===== config.mk =====
export PLATFORM = sky130hd
export DESIGN_NAME = pcfg_regs
export DESIGN_NICKNAME = d
export VERILOG_FILES = /design/src/pkg/pcfg_pkg.sv /design/src/rtl/pcfg_regs.sv
export VERILOG_INCLUDE_DIRS = /design/src /design/src/pkg
export SDC_FILE = /design/constraint.sdc
export NUM_CORES = 1
export LEC_CHECK = 0
export ABC_AREA = 0
export BUFFER_PORTS_ARGS = -buffer_cell sky130_fd_sc_hd__buf_2
export CORE_MARGIN = 3
export CORE_UTILIZATION = 44
export DETAILED_ROUTE_END_ITERATION = 6
export GPL_ROUTABILITY_DRIVEN = 0
export PLACE_DENSITY = 0.58
export SLEW_MARGIN = 25
export SYNTH_ARGS = -nofsm -noshare
export SYNTH_HDL_FRONTEND = slang
export SYNTH_SLANG_ARGS = --single-unit

===== constraint.sdc =====
create_clock -name REF_CLK -period 13 [get_ports REF_CLK]
set_clock_uncertainty 0.1 [all_clocks]
set_input_delay 1.3 -clock REF_CLK [delete_from_list [all_inputs] [get_ports REF_CLK]]
set_output_delay 1.3 -clock REF_CLK [all_outputs]
set_load 0.02 [all_outputs]

===== src/pkg/pcfg_consts.svh =====
`ifndef PCFG_CONSTS_SVH
`define PCFG_CONSTS_SVH
// Card-level indices
`define PCFG_IDX_RD_PORT     8'h00
`define PCFG_IDX_ISOLATE     8'h01
`define PCFG_IDX_CFG_CTRL    8'h02
`define PCFG_IDX_WAKE        8'h03
`define PCFG_IDX_RES_DATA    8'h04
`define PCFG_IDX_STATUS      8'h05
`define PCFG_IDX_CARD_NUM    8'h06
`define PCFG_IDX_LDN         8'h07
`define PCFG_IDX_CHIP_ID     8'h20
`define PCFG_IDX_GCFG1       8'h21
`define PCFG_IDX_GCFG2       8'h22
`define PCFG_IDX_CS_INDEX    8'h23
`define PCFG_IDX_CS_DATA     8'h24
`define PCFG_IDX_REV_ID      8'h27
// Logical-device indices
`define PCFG_IDX_ACTIVATE    8'h30
`define PCFG_IDX_RANGE       8'h31
`define PCFG_IDX_BASE_HI     8'h60
`define PCFG_IDX_BASE_LO     8'h61
`define PCFG_IDX_CMD_HI      8'h62
`define PCFG_IDX_CMD_LO      8'h63
`define PCFG_IDX_IRQ_SEL     8'h70
`define PCFG_IDX_IRQ_TYPE    8'h71
`define PCFG_IDX_DMA0        8'h74
`define PCFG_IDX_DMA1        8'h75
`define PCFG_IDX_DEV_CFG     8'hF0
// Logical device numbers
`define PCFG_LDN_KBD         8'h00
`define PCFG_LDN_MOUSE       8'h01
`define PCFG_LDN_CLOCK       8'h02
// Field positions
`define PCFG_SOFT_RST_BIT    0
`define PCFG_CARD_CLR_BIT    2
`define PCFG_ACT_BIT         0
`define PCFG_RC_CTRL_BIT     0
`define PCFG_RC_EN_BIT       1
`define PCFG_POL_BIT         1
`define PCFG_KBD_RO_BIT      2
`define PCFG_CLK_RO_BIT      0
// Reset values and masks
`define PCFG_RST_ZERO        8'h00
`define PCFG_RST_KBD_LO      8'h60
`define PCFG_RST_KBD_CMD_LO  8'h64
`define PCFG_RST_KBD_IRQ     8'h01
`define PCFG_RST_MOUSE_IRQ   8'h0C
`define PCFG_RST_CLK_IRQ     8'h08
`define PCFG_RST_KM_TYPE     8'h02
`define PCFG_RST_CLK_TYPE    8'h00
`define PCFG_RST_CLK_LO      8'h70
`define PCFG_RST_GCFG        8'h00
`define PCFG_NO_DMA          8'h04
`define PCFG_KM_TYPE_MASK    8'h03
`define PCFG_CLK_TYPE_MASK   8'h02
`define PCFG_RANGE_MASK      8'h03
`define PCFG_RC_SET          16'h0055
`define PCFG_RC_CLR          16'h00AA
`endif


===== src/pkg/pcfg_pkg.sv =====
package pcfg_pkg;
	// Which configuration port a host access addresses
	typedef enum logic {
		PCFG_PORT_INDEX = 1'b0,
		PCFG_PORT_DATA  = 1'b1
	} pcfg_port_t;
	typedef logic [7:0] pcfg_byte_t;
endpackage


===== src/rtl/pcfg_regs.sv =====
`timescale 1ns/100ps
`include "pcfg_consts.svh"
module pcfg_regs #(
	parameter logic [7:0] CHIP_ID_VALUE = 8'h5A,  // Arbitrary value
	parameter logic [7:0] REV_ID_VALUE  = 8'h01   // Arbitrary value
) (
	input  wire logic        REF_CLK,
	input  wire logic        SYS_RST,
	input  wire logic        CLK_EN,
	input  wire logic        ACTIVATION_STRAP,
	input  wire logic        CFG_WR,
	input  wire logic        CFG_RD,
	input  wire logic        CFG_PORT_SEL,
	input  wire logic [7:0]  CFG_WDATA,
	output logic      [7:0]  CFG_RDATA,
	input  wire logic        KBD_PWR_FN_EN,
	input  wire logic        CLK_PWR_FN_EN,
	input  wire logic        KBD_IRQ_REQ,
	input  wire logic        MOUSE_IRQ_REQ,
	output logic             KEYBOARD_IRQ_OUTPUT,
	output logic             MOUSE_IRQ_OUTPUT,
	output logic             KBD_ENABLE,
	output logic             MOUSE_ENABLE,
	output logic             CLK_ENABLE,
	output logic             CLOCK_POWER_CONTROL_EN,
	input  wire logic        IO_RD,
	input  wire logic [15:0] IO_ADDR,
	output logic             RANGE_VALID,
	output logic      [15:0] RANGE_DATA
);
	localparam int CS_ENTRIES = 8;

	pcfg_pkg::pcfg_byte_t index_reg, index_next, ldn_reg, ldn_next, card_reg, card_next;
	pcfg_pkg::pcfg_byte_t gcfg1_reg, gcfg1_next, gcfg2_reg, gcfg2_next, csidx_reg, csidx_next;
	pcfg_pkg::pcfg_byte_t cs_mem_reg [CS_ENTRIES];
	pcfg_pkg::pcfg_byte_t cs_mem_next [CS_ENTRIES];
	pcfg_pkg::pcfg_byte_t kact_reg, kact_next, mact_reg, mact_next, cact_reg, cact_next;
	pcfg_pkg::pcfg_byte_t krc_reg, krc_next, crc_reg, crc_next;
	pcfg_pkg::pcfg_byte_t kbh_reg, kbh_next, kbl_reg, kbl_next, kch_reg, kch_next, kcl_reg, kcl_next;
	pcfg_pkg::pcfg_byte_t cbh_reg, cbh_next, cbl_reg, cbl_next;
	pcfg_pkg::pcfg_byte_t kis_reg, kis_next, mis_reg, mis_next, cis_reg, cis_next;
	pcfg_pkg::pcfg_byte_t kit_reg, kit_next, mit_reg, mit_next, cit_reg, cit_next;
	pcfg_pkg::pcfg_byte_t kdev_reg, kdev_next, rdata_reg, rdata_next;
	logic                 strap_done_reg, strap_done_next;
	logic                 rvalid_reg, rvalid_next;
	logic [15:0]          rdata16_reg, rdata16_next;
	logic                 data_wr, data_rd, soft_rst;
	pcfg_pkg::pcfg_byte_t strap_act, rd_val;

	assign data_wr   = CFG_WR && (CFG_PORT_SEL == pcfg_pkg::PCFG_PORT_DATA);
	assign data_rd   = CFG_RD && (CFG_PORT_SEL == pcfg_pkg::PCFG_PORT_DATA);
	assign soft_rst  = data_wr && (index_reg == `PCFG_IDX_CFG_CTRL) && CFG_WDATA[`PCFG_SOFT_RST_BIT];
	assign strap_act = {7'h00, ACTIVATION_STRAP};

	// Register bank next values
	always_comb begin
		index_next = index_reg;
		ldn_next   = ldn_reg;
		card_next  = card_reg;
		gcfg1_next = gcfg1_reg;
		gcfg2_next = gcfg2_reg;
		csidx_next = csidx_reg;
		for (int i = 0; i < CS_ENTRIES; i++) begin
			cs_mem_next[i] = cs_mem_reg[i];
		end
		kact_next = kact_reg;
		mact_next = mact_reg;
		cact_next = cact_reg;
		krc_next  = krc_reg;
		crc_next  = crc_reg;
		kbh_next  = kbh_reg;
		kbl_next  = kbl_reg;
		kch_next  = kch_reg;
		kcl_next  = kcl_reg;
		cbh_next  = cbh_reg;
		cbl_next  = cbl_reg;
		kis_next  = kis_reg;
		mis_next  = mis_reg;
		cis_next  = cis_reg;
		kit_next  = kit_reg;
		mit_next  = mit_reg;
		cit_next  = cit_reg;
		kdev_next = kdev_reg;
		strap_done_next = 1'b1;
		// strap caught after hard reset release
		if (!strap_done_reg) begin
			kact_next = strap_act;
			cact_next = strap_act;
		end
		if (CFG_WR && (CFG_PORT_SEL == pcfg_pkg::PCFG_PORT_INDEX)) begin
			index_next = CFG_WDATA;
		end
		if (soft_rst) begin
			kact_next = strap_act;
			cact_next = strap_act;
			mact_next = `PCFG_RST_ZERO;
			krc_next  = `PCFG_RST_ZERO;
			crc_next  = `PCFG_RST_ZERO;
			kbh_next  = `PCFG_RST_ZERO;
			kbl_next  = `PCFG_RST_KBD_LO;
			kch_next  = `PCFG_RST_ZERO;
			kcl_next  = `PCFG_RST_KBD_CMD_LO;
			cbh_next  = `PCFG_RST_ZERO;
			cbl_next  = `PCFG_RST_CLK_LO;
			kis_next  = `PCFG_RST_KBD_IRQ;
			mis_next  = `PCFG_RST_MOUSE_IRQ;
			cis_next  = `PCFG_RST_CLK_IRQ;
			kit_next  = `PCFG_RST_KM_TYPE;
			mit_next  = `PCFG_RST_KM_TYPE;
			cit_next  = `PCFG_RST_CLK_TYPE;
			ldn_next  = `PCFG_RST_ZERO;
		end
		// card number cleared by its own control bit
		if (data_wr && (index_reg == `PCFG_IDX_CFG_CTRL) && CFG_WDATA[`PCFG_CARD_CLR_BIT]) begin
			card_next = `PCFG_RST_ZERO;
		end
		if (data_wr && !soft_rst) begin
			unique case (index_reg)
				`PCFG_IDX_CARD_NUM: card_next  = CFG_WDATA;
				`PCFG_IDX_LDN:      ldn_next   = CFG_WDATA;
				`PCFG_IDX_GCFG1:    gcfg1_next = CFG_WDATA;
				`PCFG_IDX_GCFG2:    gcfg2_next = CFG_WDATA;
				`PCFG_IDX_CS_INDEX: csidx_next = CFG_WDATA;
				`PCFG_IDX_CS_DATA:  cs_mem_next[csidx_reg[2:0]] = CFG_WDATA;
				default: begin
					unique case (ldn_reg)
						`PCFG_LDN_KBD: begin
							unique case (index_reg)
								`PCFG_IDX_ACTIVATE: kact_next = CFG_WDATA & 8'h01;
								`PCFG_IDX_RANGE:    krc_next  = CFG_WDATA & `PCFG_RANGE_MASK;
								`PCFG_IDX_BASE_HI:  kbh_next  = CFG_WDATA;
								`PCFG_IDX_BASE_LO:  kbl_next  = CFG_WDATA & 8'hFB;
								`PCFG_IDX_CMD_HI:   kch_next  = CFG_WDATA;
								`PCFG_IDX_CMD_LO:   kcl_next  = CFG_WDATA | 8'h04;
								`PCFG_IDX_IRQ_SEL:  kis_next  = CFG_WDATA;
								`PCFG_IDX_IRQ_TYPE: kit_next  = CFG_WDATA & `PCFG_KM_TYPE_MASK;
								`PCFG_IDX_DEV_CFG:  kdev_next = CFG_WDATA;
								default: ;
							endcase
						end
						`PCFG_LDN_MOUSE: begin
							unique case (index_reg)
								`PCFG_IDX_ACTIVATE: mact_next = CFG_WDATA & 8'h01;
								`PCFG_IDX_IRQ_SEL:  mis_next  = CFG_WDATA;
								`PCFG_IDX_IRQ_TYPE: mit_next  = CFG_WDATA & `PCFG_KM_TYPE_MASK;
								default: ;
							endcase
						end
						`PCFG_LDN_CLOCK: begin
							unique case (index_reg)
								`PCFG_IDX_ACTIVATE: cact_next = CFG_WDATA & 8'h01;
								`PCFG_IDX_RANGE:    crc_next  = CFG_WDATA & `PCFG_RANGE_MASK;
								`PCFG_IDX_BASE_HI:  cbh_next  = CFG_WDATA;
								`PCFG_IDX_BASE_LO:  cbl_next  = CFG_WDATA & 8'hFE;
								`PCFG_IDX_IRQ_SEL:  cis_next  = CFG_WDATA;
								`PCFG_IDX_IRQ_TYPE: cit_next  = CFG_WDATA & `PCFG_CLK_TYPE_MASK;
								default: ;
							endcase
						end
						default: ;
					endcase
				end
			endcase
		end
	end

	// Read mux for the data port
	always_comb begin
		rd_val = `PCFG_RST_ZERO;
		unique case (index_reg)
			`PCFG_IDX_CARD_NUM: rd_val = card_reg;
			`PCFG_IDX_LDN:      rd_val = ldn_reg;
			`PCFG_IDX_CHIP_ID:  rd_val = CHIP_ID_VALUE;
			`PCFG_IDX_GCFG1:    rd_val = gcfg1_reg;
			`PCFG_IDX_GCFG2:    rd_val = gcfg2_reg;
			`PCFG_IDX_CS_INDEX: rd_val = csidx_reg;
			`PCFG_IDX_CS_DATA:  rd_val = cs_mem_reg[csidx_reg[2:0]];
			`PCFG_IDX_REV_ID:   rd_val = REV_ID_VALUE;
			default: begin
				unique case (ldn_reg)
					`PCFG_LDN_KBD: begin
						unique case (index_reg)
							`PCFG_IDX_ACTIVATE: rd_val = kact_reg;
							`PCFG_IDX_RANGE:    rd_val = krc_reg;
							`PCFG_IDX_BASE_HI:  rd_val = kbh_reg;
							`PCFG_IDX_BASE_LO:  rd_val = kbl_reg;
							`PCFG_IDX_CMD_HI:   rd_val = kch_reg;
							`PCFG_IDX_CMD_LO:   rd_val = kcl_reg;
							`PCFG_IDX_IRQ_SEL:  rd_val = kis_reg;
							`PCFG_IDX_IRQ_TYPE: rd_val = kit_reg;
							`PCFG_IDX_DMA0, `PCFG_IDX_DMA1: rd_val = `PCFG_NO_DMA;
							`PCFG_IDX_DEV_CFG:  rd_val = kdev_reg;
							default: ;
						endcase
					end
					`PCFG_LDN_MOUSE: begin
						unique case (index_reg)
							`PCFG_IDX_ACTIVATE: rd_val = mact_reg;
							`PCFG_IDX_IRQ_SEL:  rd_val = mis_reg;
							`PCFG_IDX_IRQ_TYPE: rd_val = mit_reg;
							`PCFG_IDX_DMA0, `PCFG_IDX_DMA1: rd_val = `PCFG_NO_DMA;
							default: ;
						endcase
					end
					`PCFG_LDN_CLOCK: begin
						unique case (index_reg)
							`PCFG_IDX_ACTIVATE: rd_val = cact_reg;
							`PCFG_IDX_RANGE:    rd_val = crc_reg;
							`PCFG_IDX_BASE_HI:  rd_val = cbh_reg;
							`PCFG_IDX_BASE_LO:  rd_val = cbl_reg;
							`PCFG_IDX_IRQ_SEL:  rd_val = cis_reg;
							`PCFG_IDX_IRQ_TYPE: rd_val = cit_reg;
							`PCFG_IDX_DMA0, `PCFG_IDX_DMA1: rd_val = `PCFG_NO_DMA;
							default: ;
						endcase
					end
					default: ;
				endcase
			end
		endcase
	end

	// Host read and range-check answer
	always_comb begin
		rdata_next   = rdata_reg;
		rvalid_next  = 1'b0;
		rdata16_next = rdata16_reg;
		if (CFG_RD) begin
			rdata_next = data_rd ? rd_val : index_reg;
		end
		if (IO_RD) begin
			if (krc_reg[`PCFG_RC_EN_BIT] && !kact_reg[`PCFG_ACT_BIT] &&
			    ((IO_ADDR == {kbh_reg, kbl_reg}) || (IO_ADDR == {kch_reg, kcl_reg}))) begin
				rvalid_next  = 1'b1;
				rdata16_next = krc_reg[`PCFG_RC_CTRL_BIT] ? `PCFG_RC_SET : `PCFG_RC_CLR;
			end else if (crc_reg[`PCFG_RC_EN_BIT] && !cact_reg[`PCFG_ACT_BIT] &&
			             (IO_ADDR[15:1] == {cbh_reg, cbl_reg[7:1]})) begin
				rvalid_next  = 1'b1;
				rdata16_next = crc_reg[`PCFG_RC_CTRL_BIT] ? `PCFG_RC_SET : `PCFG_RC_CLR;
			end
		end
	end

	always_ff @(posedge REF_CLK or posedge SYS_RST) begin
		if (SYS_RST) begin
			index_reg <= `PCFG_RST_ZERO;
			ldn_reg   <= `PCFG_RST_ZERO;
			card_reg  <= `PCFG_RST_ZERO;
			gcfg1_reg <= `PCFG_RST_GCFG;
			gcfg2_reg <= `PCFG_RST_GCFG;
			csidx_reg <= `PCFG_RST_GCFG;
			for (int i = 0; i < CS_ENTRIES; i++) begin
				cs_mem_reg[i] <= `PCFG_RST_GCFG;
			end
			kact_reg  <= `PCFG_RST_ZERO;
			mact_reg  <= `PCFG_RST_ZERO;
			cact_reg  <= `PCFG_RST_ZERO;
			krc_reg   <= `PCFG_RST_ZERO;
			crc_reg   <= `PCFG_RST_ZERO;
			kbh_reg   <= `PCFG_RST_ZERO;
			kbl_reg   <= `PCFG_RST_KBD_LO;
			kch_reg   <= `PCFG_RST_ZERO;
			kcl_reg   <= `PCFG_RST_KBD_CMD_LO;
			cbh_reg   <= `PCFG_RST_ZERO;
			cbl_reg   <= `PCFG_RST_CLK_LO;
			kis_reg   <= `PCFG_RST_KBD_IRQ;
			mis_reg   <= `PCFG_RST_MOUSE_IRQ;
			cis_reg   <= `PCFG_RST_CLK_IRQ;
			kit_reg   <= `PCFG_RST_KM_TYPE;
			mit_reg   <= `PCFG_RST_KM_TYPE;
			cit_reg   <= `PCFG_RST_CLK_TYPE;
			kdev_reg  <= `PCFG_RST_GCFG;
			rdata_reg <= `PCFG_RST_ZERO;
			strap_done_reg <= 1'b0;
			rvalid_reg     <= 1'b0;
			rdata16_reg    <= 16'h0000;
		end else if (CLK_EN) begin
			index_reg <= index_next;
			ldn_reg   <= ldn_next;
			card_reg  <= card_next;
			gcfg1_reg <= gcfg1_next;
			gcfg2_reg <= gcfg2_next;
			csidx_reg <= csidx_next;
			cs_mem_reg <= cs_mem_next;
			kact_reg  <= kact_next;
			mact_reg  <= mact_next;
			cact_reg  <= cact_next;
			krc_reg   <= krc_next;
			crc_reg   <= crc_next;
			kbh_reg   <= kbh_next;
			kbl_reg   <= kbl_next;
			kch_reg   <= kch_next;
			kcl_reg   <= kcl_next;
			cbh_reg   <= cbh_next;
			cbl_reg   <= cbl_next;
			kis_reg   <= kis_next;
			mis_reg   <= mis_next;
			cis_reg   <= cis_next;
			kit_reg   <= kit_next;
			mit_reg   <= mit_next;
			cit_reg   <= cit_next;
			kdev_reg  <= kdev_next;
			rdata_reg <= rdata_next;
			strap_done_reg <= strap_done_next;
			rvalid_reg     <= rvalid_next;
			rdata16_reg    <= rdata16_next;
		end
	end

	assign CFG_RDATA   = rdata_reg;
	assign RANGE_VALID = rvalid_reg;
	assign RANGE_DATA  = rdata16_reg;
	// bit 0 enables, gated by power functions
	assign KBD_ENABLE  = kact_reg[`PCFG_ACT_BIT] && KBD_PWR_FN_EN;
	// gates only the mouse interrupt, not command handling
	assign MOUSE_ENABLE = mact_reg[`PCFG_ACT_BIT];
	assign CLK_ENABLE  = cact_reg[`PCFG_ACT_BIT] && CLK_PWR_FN_EN;
	assign CLOCK_POWER_CONTROL_EN = CLK_PWR_FN_EN;
	// keyboard interrupt, idle level per polarity
	assign KEYBOARD_IRQ_OUTPUT = (KBD_ENABLE && (kis_reg[3:0] != 4'h0) && KBD_IRQ_REQ) ~^ kit_reg[`PCFG_POL_BIT];
	// mouse interrupt held idle while inactive
	assign MOUSE_IRQ_OUTPUT = (MOUSE_ENABLE && (mis_reg[3:0] != 4'h0) && MOUSE_IRQ_REQ) ~^ mit_reg[`PCFG_POL_BIT];
endmodule // pcfg_regs


==> results.md, run 1 <==
* Uppermost layer routed: met4
* Die Area at 32200 µm²
* Remaining Overflow, GRT at 0
* Power Total at 1.95 mW
* CP Launch Type: flip-flop
* Final Hold Viols at 0
* Max-capacitance violation count at 0
* # rows at 62
* Die Width at 179 µm
* Metal-1 WL at roughly 19000 µm
* Setup ws final at 9.09 ns
* Root Buffer: clkbuf_16
* Crit Path Category: reg -> reg
* WP buf/inv at 0
* Max IR drop VDD at around 110 µV
* Clk buf depth at 3
* Worst Path Required at approximately 13 ns
* Metal2 WL at roughly 18000 µm
* Post-synth EDFFs at 0
* WL final at approximately 42000 µm
* Failing checks: DRC
* # diodes at 0
* Main synth FF type: dfrtp_1
* Post-synth cell types at 79
* Syn Area/Cell at 11.4 µm²
* Initial DRC Count at 1135
* Fin util at 50.6%
* Largest stage delay, worst path at between 0.9 and 1 ns
* Worst slew pin tran at 1.05 ns
* Seq/Total Area, Yosys at 50.8%
* #FFs+latches synth at between 200 and 300
* Initial antenna violation count at 0
* Skew-Pair Late Insertion Delay at approximately 0.57 ns
* Fin Hold WS at 0.383 ns
* Cells after Synth at 1165
* Leak Pwr at between 6 and 7 nW
* Port Buffers at 58
* # placed instances at 1541
* Wirelength per Cell at 26.1 µm
* Post-Layout Cell Count at 1597
* Die height at between 150 and 200 µm
* Layout cells sized above 1 at 21.5%
* Clock Sinks at 268
* Via density at 6.36
* Initial core utilization at between 40% and 50%
* Number of max-slew violations in the final report at 0
* Max Freq at 256 MHz
* Yosys warning total at 0
* # Post-CTS Setup Buffers at 0
* Vias at 10149
* H-tree depth at 1
* CTS resizes at 0
* Area Growth Syn to Fin at 11.5%
* Synth Cell Area at 13200 µm²
* Largest net degree at the start of global routing at around 140
* Core region area at 29200 µm²
* CP delay by family, top: simple AND/OR/NAND/NOR gates
* Period utilisation layout at a little under a third
* Ys async rst share at between 90% and 100%
* First-pass GRT wire length at 63400 µm
* CTS tree: done
* Slew headroom at 30.0%
* Hold crit path type: reg -> reg
* Vias in the first global route at between 9000 and 10000
* Routed wl met3 at 3850 µm
* # IOs at 67
* Pwr Density at 132 nW/µm²
* NumNets Final at 1225
* Crit-path cells: nor4b_2 -> and3_1 -> and2_1 -> nor2_1 -> nand2_1 -> mux2_2
* ANT nets after route at 0
* Post-place instance area at 13700 µm²
* Cts bufs inserted at 30
* DRC Markers at 1
* Total negative slack at 0 ns
* Design Area, Final at 14800 µm²
* CP arrival at about 4.2 ns
* Pre-CTS worst setup slack at 8.88 ns
* Setup violations, final at 0
* Outcome: complete, but fails checks
* First-pass DRT Iterations at 7
* RSZ-0062 raised after global routing: false
* Hold-fix buffers, CTS at 0
* Crit path max-delay cell type: dfrtp_1
* CP endpoint kind: flip-flop
* Gr usage total at 25.2%
* Fin crit period at 3.91 ns
* Max reg flops at 64
* CP Max Fanout at 22
* Clock transition at path regs at 0.06 ns
* Dpl hpwl at 28600 µm
[layout by cell type (no fill, tap or decap), drive strengths merged, types with 34 or more instances in the layout]
cell type  netlist  layout
and2            51      51
nand2           81      81
a22oi           47      47
clkbuf          51      44
dfrtp          254     254
buf             34      70
mux2           100     100
o21ai           45      45
o2bb2ai         36      36
xnor2           34      34
[Yosys cell counts, drive strengths merged, types with 9 or more instances]
library cell | count | area [µm²]
dfrtp | 254 | 6360
mux2 | 100 | 1130
nand2 | 81 | 307
and2 | 51 | 319
clkbuf | 51 | 193
a22oi | 47 | 353
o21ai | 45 | 225
o2bb2ai | 36 | 315
buf | 34 | 199
xnor2 | 34 | 298
nor2 | 27 | 104
nand3 | 26 | 135
nor2b | 26 | 163
a22o | 25 | 219
a32o | 22 | 220
mux2i | 21 | 210
nor3 | 21 | 126
a21oi | 20 | 100
inv | 20 | 75.1
xor2 | 16 | 140
nor3b | 15 | 123
dfstp | 14 | 368
nand4 | 14 | 87.6
nor4 | 14 | 100
and3 | 13 | 81.3
a221oi | 12 | 105
a222oi | 12 | 120
o31ai | 9 | 67.6
[where the power goes]
| part | switching (mW) | internal, mW |
|---|---|---|
| registers | 0.0472 | 0.861 |
| clock network | 0.353 | 0.513 |
| logic | 0.114 | 0.0650 |
| total | 0.514 | 1.44 |
[final timing paths]
check | startpoint | end | slack [ns] | cells past startpoint
worst max-delay path | index_reg[1] | gcfg2_reg[7] | 9.09 | 6
worst min-delay path | cs_mem_reg[35] | cs_mem_reg[35] | 0.38 | 2
worst max register to register | index_reg[1] | gcfg2_reg[7] | 9.09 | 6
worst min register to register | cs_mem_reg[35] | cs_mem_reg[35] | 0.38 | 2
max in group asynchronous | SYS_RST | mact_reg[6] | 10.73 | 3
min in group asynchronous | SYS_RST | kch_reg[0] | 0.70 | 2
[metal layers]
layer,up-vias,GRT usage [%]
li1,4429,-
met1,5199,37.6
met2,439,36.6
met3,82,6.75
met4,0,6.10
met5,-,0
[final cells by class]
cell class	count	area [µm²]
Clock inverter	12	149
Multi-Input combinational cell	799	6080
Clock buffer	44	853
Fill cell	2690	14400
Sequential cell	268	6720
Inverter	20	87.6
Tap cell	384	480
Timing Repair Buffer	70	380
[kinds of logic after synthesis]
group	synth area share (%)
AOI/OAI and AO/OA	16.8
muxes	11.3
other	0.0283
buffers and inverters	3.53
and+or+nand+nor	14.2
DFF	50.8
xor gates and xnor gates	3.31
[worst register-to-register path, delay by kind of cell (launching register included)]
kind          cells  cell delay (ns)
simple gates      5             2.33
mux               1             0.39
flops             1             0.97
(Power assumes the default switching activity.)
==> run 2, diff against run 1 <==
Clock period 13 ns to 3.7 ns, I/O delays scaled along.
==> run 2 against run 1 <==
  * The run now ends clean
  * Critical path type unchanged
  * Critical path depth stayed put
  * Combinational power grew to 4.1 times the previous value
  * Sequential cell count stayed put
==> results.md, run 2 (synthesis gave the netlist of run 1 again) <==
* Outcome: completed (was complete, but fails checks)
* Port Buffers at 58 (unchanged)
* Clock Sinks at 268 (unchanged)
* Setup violations, final at 0 (unchanged)
* CP Max Fanout at 8 (was 22)
* Worst slew pin tran at 1.02 ns (was 1.05 ns)
* Root Buffer: clkbuf_16 (unchanged)
* Die Width at 179 µm (unchanged)
* Fin Hold WS at 0.113 ns (was 0.383 ns)
* Worst hold path depth at 3 (was 2)
* # rows at 62 (unchanged)
* Worst R2R Path Depth at 6 (unchanged)
* DRC Markers at 0 (was 1)
* Design Area, Final at 15300 µm² (was 14800 µm²)
* Gr usage total at 26.0% (was 25.2%)
* Leak Pwr at 6.95 nW (was 6.62 nW)
* R2R Setup Slk at 0.41 ns (was 9.09 ns)
* Post-place instance area at 14100 µm² (was 13700 µm²)
* CP arrival at 3.63 ns (was 4.24 ns)
* Total negative slack at 0 ns (unchanged)
* RSZ-0062 raised after global routing: false (unchanged)
* Initial antenna violation count at 0 (unchanged)
* Sequential Power Share at 42.9% (was 46.5%)
* Power share of the clock group at 47.0% (was 44.3%)
* # diodes at 0 (unchanged)
* Clock transition at path regs at 0.06 ns (about the same)
* Hold Crit Start: CFG_RD (was cs_mem_reg[35])
* Period utilisation layout at 89.0% (was 30.1%)
* Vias in the first global route at 10059 (was 9885)
* Hold crit path type: in -> reg (was reg -> reg)
* Crit Path Category: reg -> reg (unchanged)
* Max Freq at 304 MHz (was 256 MHz)
* Max-capacitance violation count at 0 (unchanged)
* Switch share at 25.1% (was 26.3%)
* Worst Path Required at 4.04 ns (was 13.34 ns)
* Area Growth Syn to Fin at 15.6% (was 11.5%)
* Commonest cells after routing, fill and taps aside: dfrtp_1 (254), mux2_2 (100), nand2_1 (80), buf_2 (58), buf_4 (57) (was dfrtp_1 (254), mux2_2 (100), nand2_1 (80), buf_2 (58), and2_1 (50))
* NumNets Final at 1274 (was 1225)
* Pwr Density at 477 nW/µm² (was 132 nW/µm²)
* Fin util at 52.5% (was 50.6%)
* Final-layout fill cell count at 2651 (was 2690)
* Most common cell after layout, fill and taps aside: dfrtp_1 (unchanged)
* Core region area at 29200 µm² (unchanged)
* Max IR drop VDD at 432 µV (was 115 µV)
* ANT nets after route at 0 (unchanged)
* Worst Hold End: CFG_RDATA[0] (was cs_mem_reg[35])
* Reg2reg start: ldn_reg[7] (was index_reg[1])
* Register area at 6720 µm² (unchanged)
* First-pass DRT Iterations at 6 (was 7)
* WL final at 42700 µm (was 41800 µm)
* Cts bufs inserted at 30 (unchanged)
* Layout cells sized above 1 at 24.5% (was 21.5%)
* Number of max-slew violations in the final report at 0 (unchanged)
* # placed instances at 1589 (was 1541)
* Dpl hpwl at 30300 µm (was 28600 µm)
* P_int at 5.46 mW (was 1.44 mW)
* Remaining Overflow, GRT at 0 (unchanged)
* CP endpoint kind: flip-flop (unchanged)
* Combined area of the multi-input logic cells at 6080 µm² (about the same)
* Slew headroom at 31.0% (was 30.0%)
* Die height at 179 µm (unchanged)
* Final Hold Viols at 0 (unchanged)
* Die Area at 32200 µm² (unchanged)
* R2r endpoint: kdev_reg[0] (was gcfg2_reg[7])
* Initial DRC Count at 1137 (was 1135)
* Fin crit period at 3.29 ns (was 3.91 ns)
* Skew-Pair Late Insertion Delay at 0.57 ns (about the same)
* Clk buf depth at 3 (unchanged)
* Via density at 6.23 (was 6.36)
* H-tree depth at 1 (unchanged)
* Initial core utilization at 45.4% (unchanged)
* CP Launch Type: flip-flop (unchanged)
* Wirelength per Cell at 25.9 µm (was 26.1 µm)
* # IOs at 67 (unchanged)
* CTS tree: done (unchanged)
* Post-Layout Cell Count at 1646 (was 1597)
* Vias at 10255 (was 10149)
* Combinational power share at 10.1% (was 9.2%)
* Largest net degree at the start of global routing at 72 (was 144)
* Max reg flops at 64 (unchanged)
* First-pass GRT wire length at 65200 µm (was 63400 µm)
* Switching Power at 1.83 mW (was 0.514 mW)
-- run 2: power by group through the flow --
| stage | logic [mW] | clock network [mW] | registers (mW) |
|---|---|---|---|
| final | 0.737 | 3.43 | 3.13 |
| after global routing | 0.787 | 3.60 | 3.14 |
| after global placement | 0.717 | 0 | 3.18 |
| after floorplan | 0.482 | 0 | 3.14 |
| after CTS | 0.729 | 3.48 | 3.13 |
| after detailed placement | 0.724 | 0 | 3.18 |
-- run 2: layout make-up --
cell class	count	share of cell area (%)
well taps	384	3.14
multi-input cells	799	39.7
repair buffers	119	5.15
clock buffers	40	5.54
flip-flops and latches	268	43.9
clock inverters	16	1.99
inverters	20	0.515
-- run 2: stage by stage --
step / power (mW) / setup WS (ns)
4_1_cts: 7.34 / 0.537
6_report: 7.30 / 0.407
3_5_place_dp: 3.91 / 0.560
5_1_grt: 7.53 / 0.333
2_1_floorplan: 3.62 / -0.298
3_3_place_gp: 3.90 / 0.598
-- run 2: worst max-delay path by stage --
stage,start,end,slack (ns),cells past startpoint
floorplan,SYS_RST,CFG_RDATA[0],-0.30,1
global placement,index_reg[7],cs_mem_reg[34],0.60,5
detailed placement,index_reg[7],cs_mem_reg[47],0.56,5
CTS,ldn_reg[7],kdev_reg[0],0.54,6
global route,ldn_reg[7],kdev_reg[0],0.33,6
finish,ldn_reg[7],kdev_reg[0],0.41,6
-- run 2: critical path, stage by stage, from the launching register on --
cell and delay [ns]:
dfrtp_1 0.39, nor4_1 0.58, nand3_1 0.21, or3_1 0.52, nor2_1 0.53, nand3_1 0.43
mux2_2 0.40
-- run 2: per-layer routing --
layer  vias up  track usage (%)  part of all wire (%)
met5         -                0                     0
met4         0             5.75                   2.5
met3        71             6.69                   8.6
met2       439             38.6                    44
met1      5218             38.5                    45
li1       4527                -                     -
-- run 2: timing repair --
item                      CTS  global route
resized for setup           0             0
buffers inserted            0             0
hold endpoints to repair   26             0
hold buffers                1             0
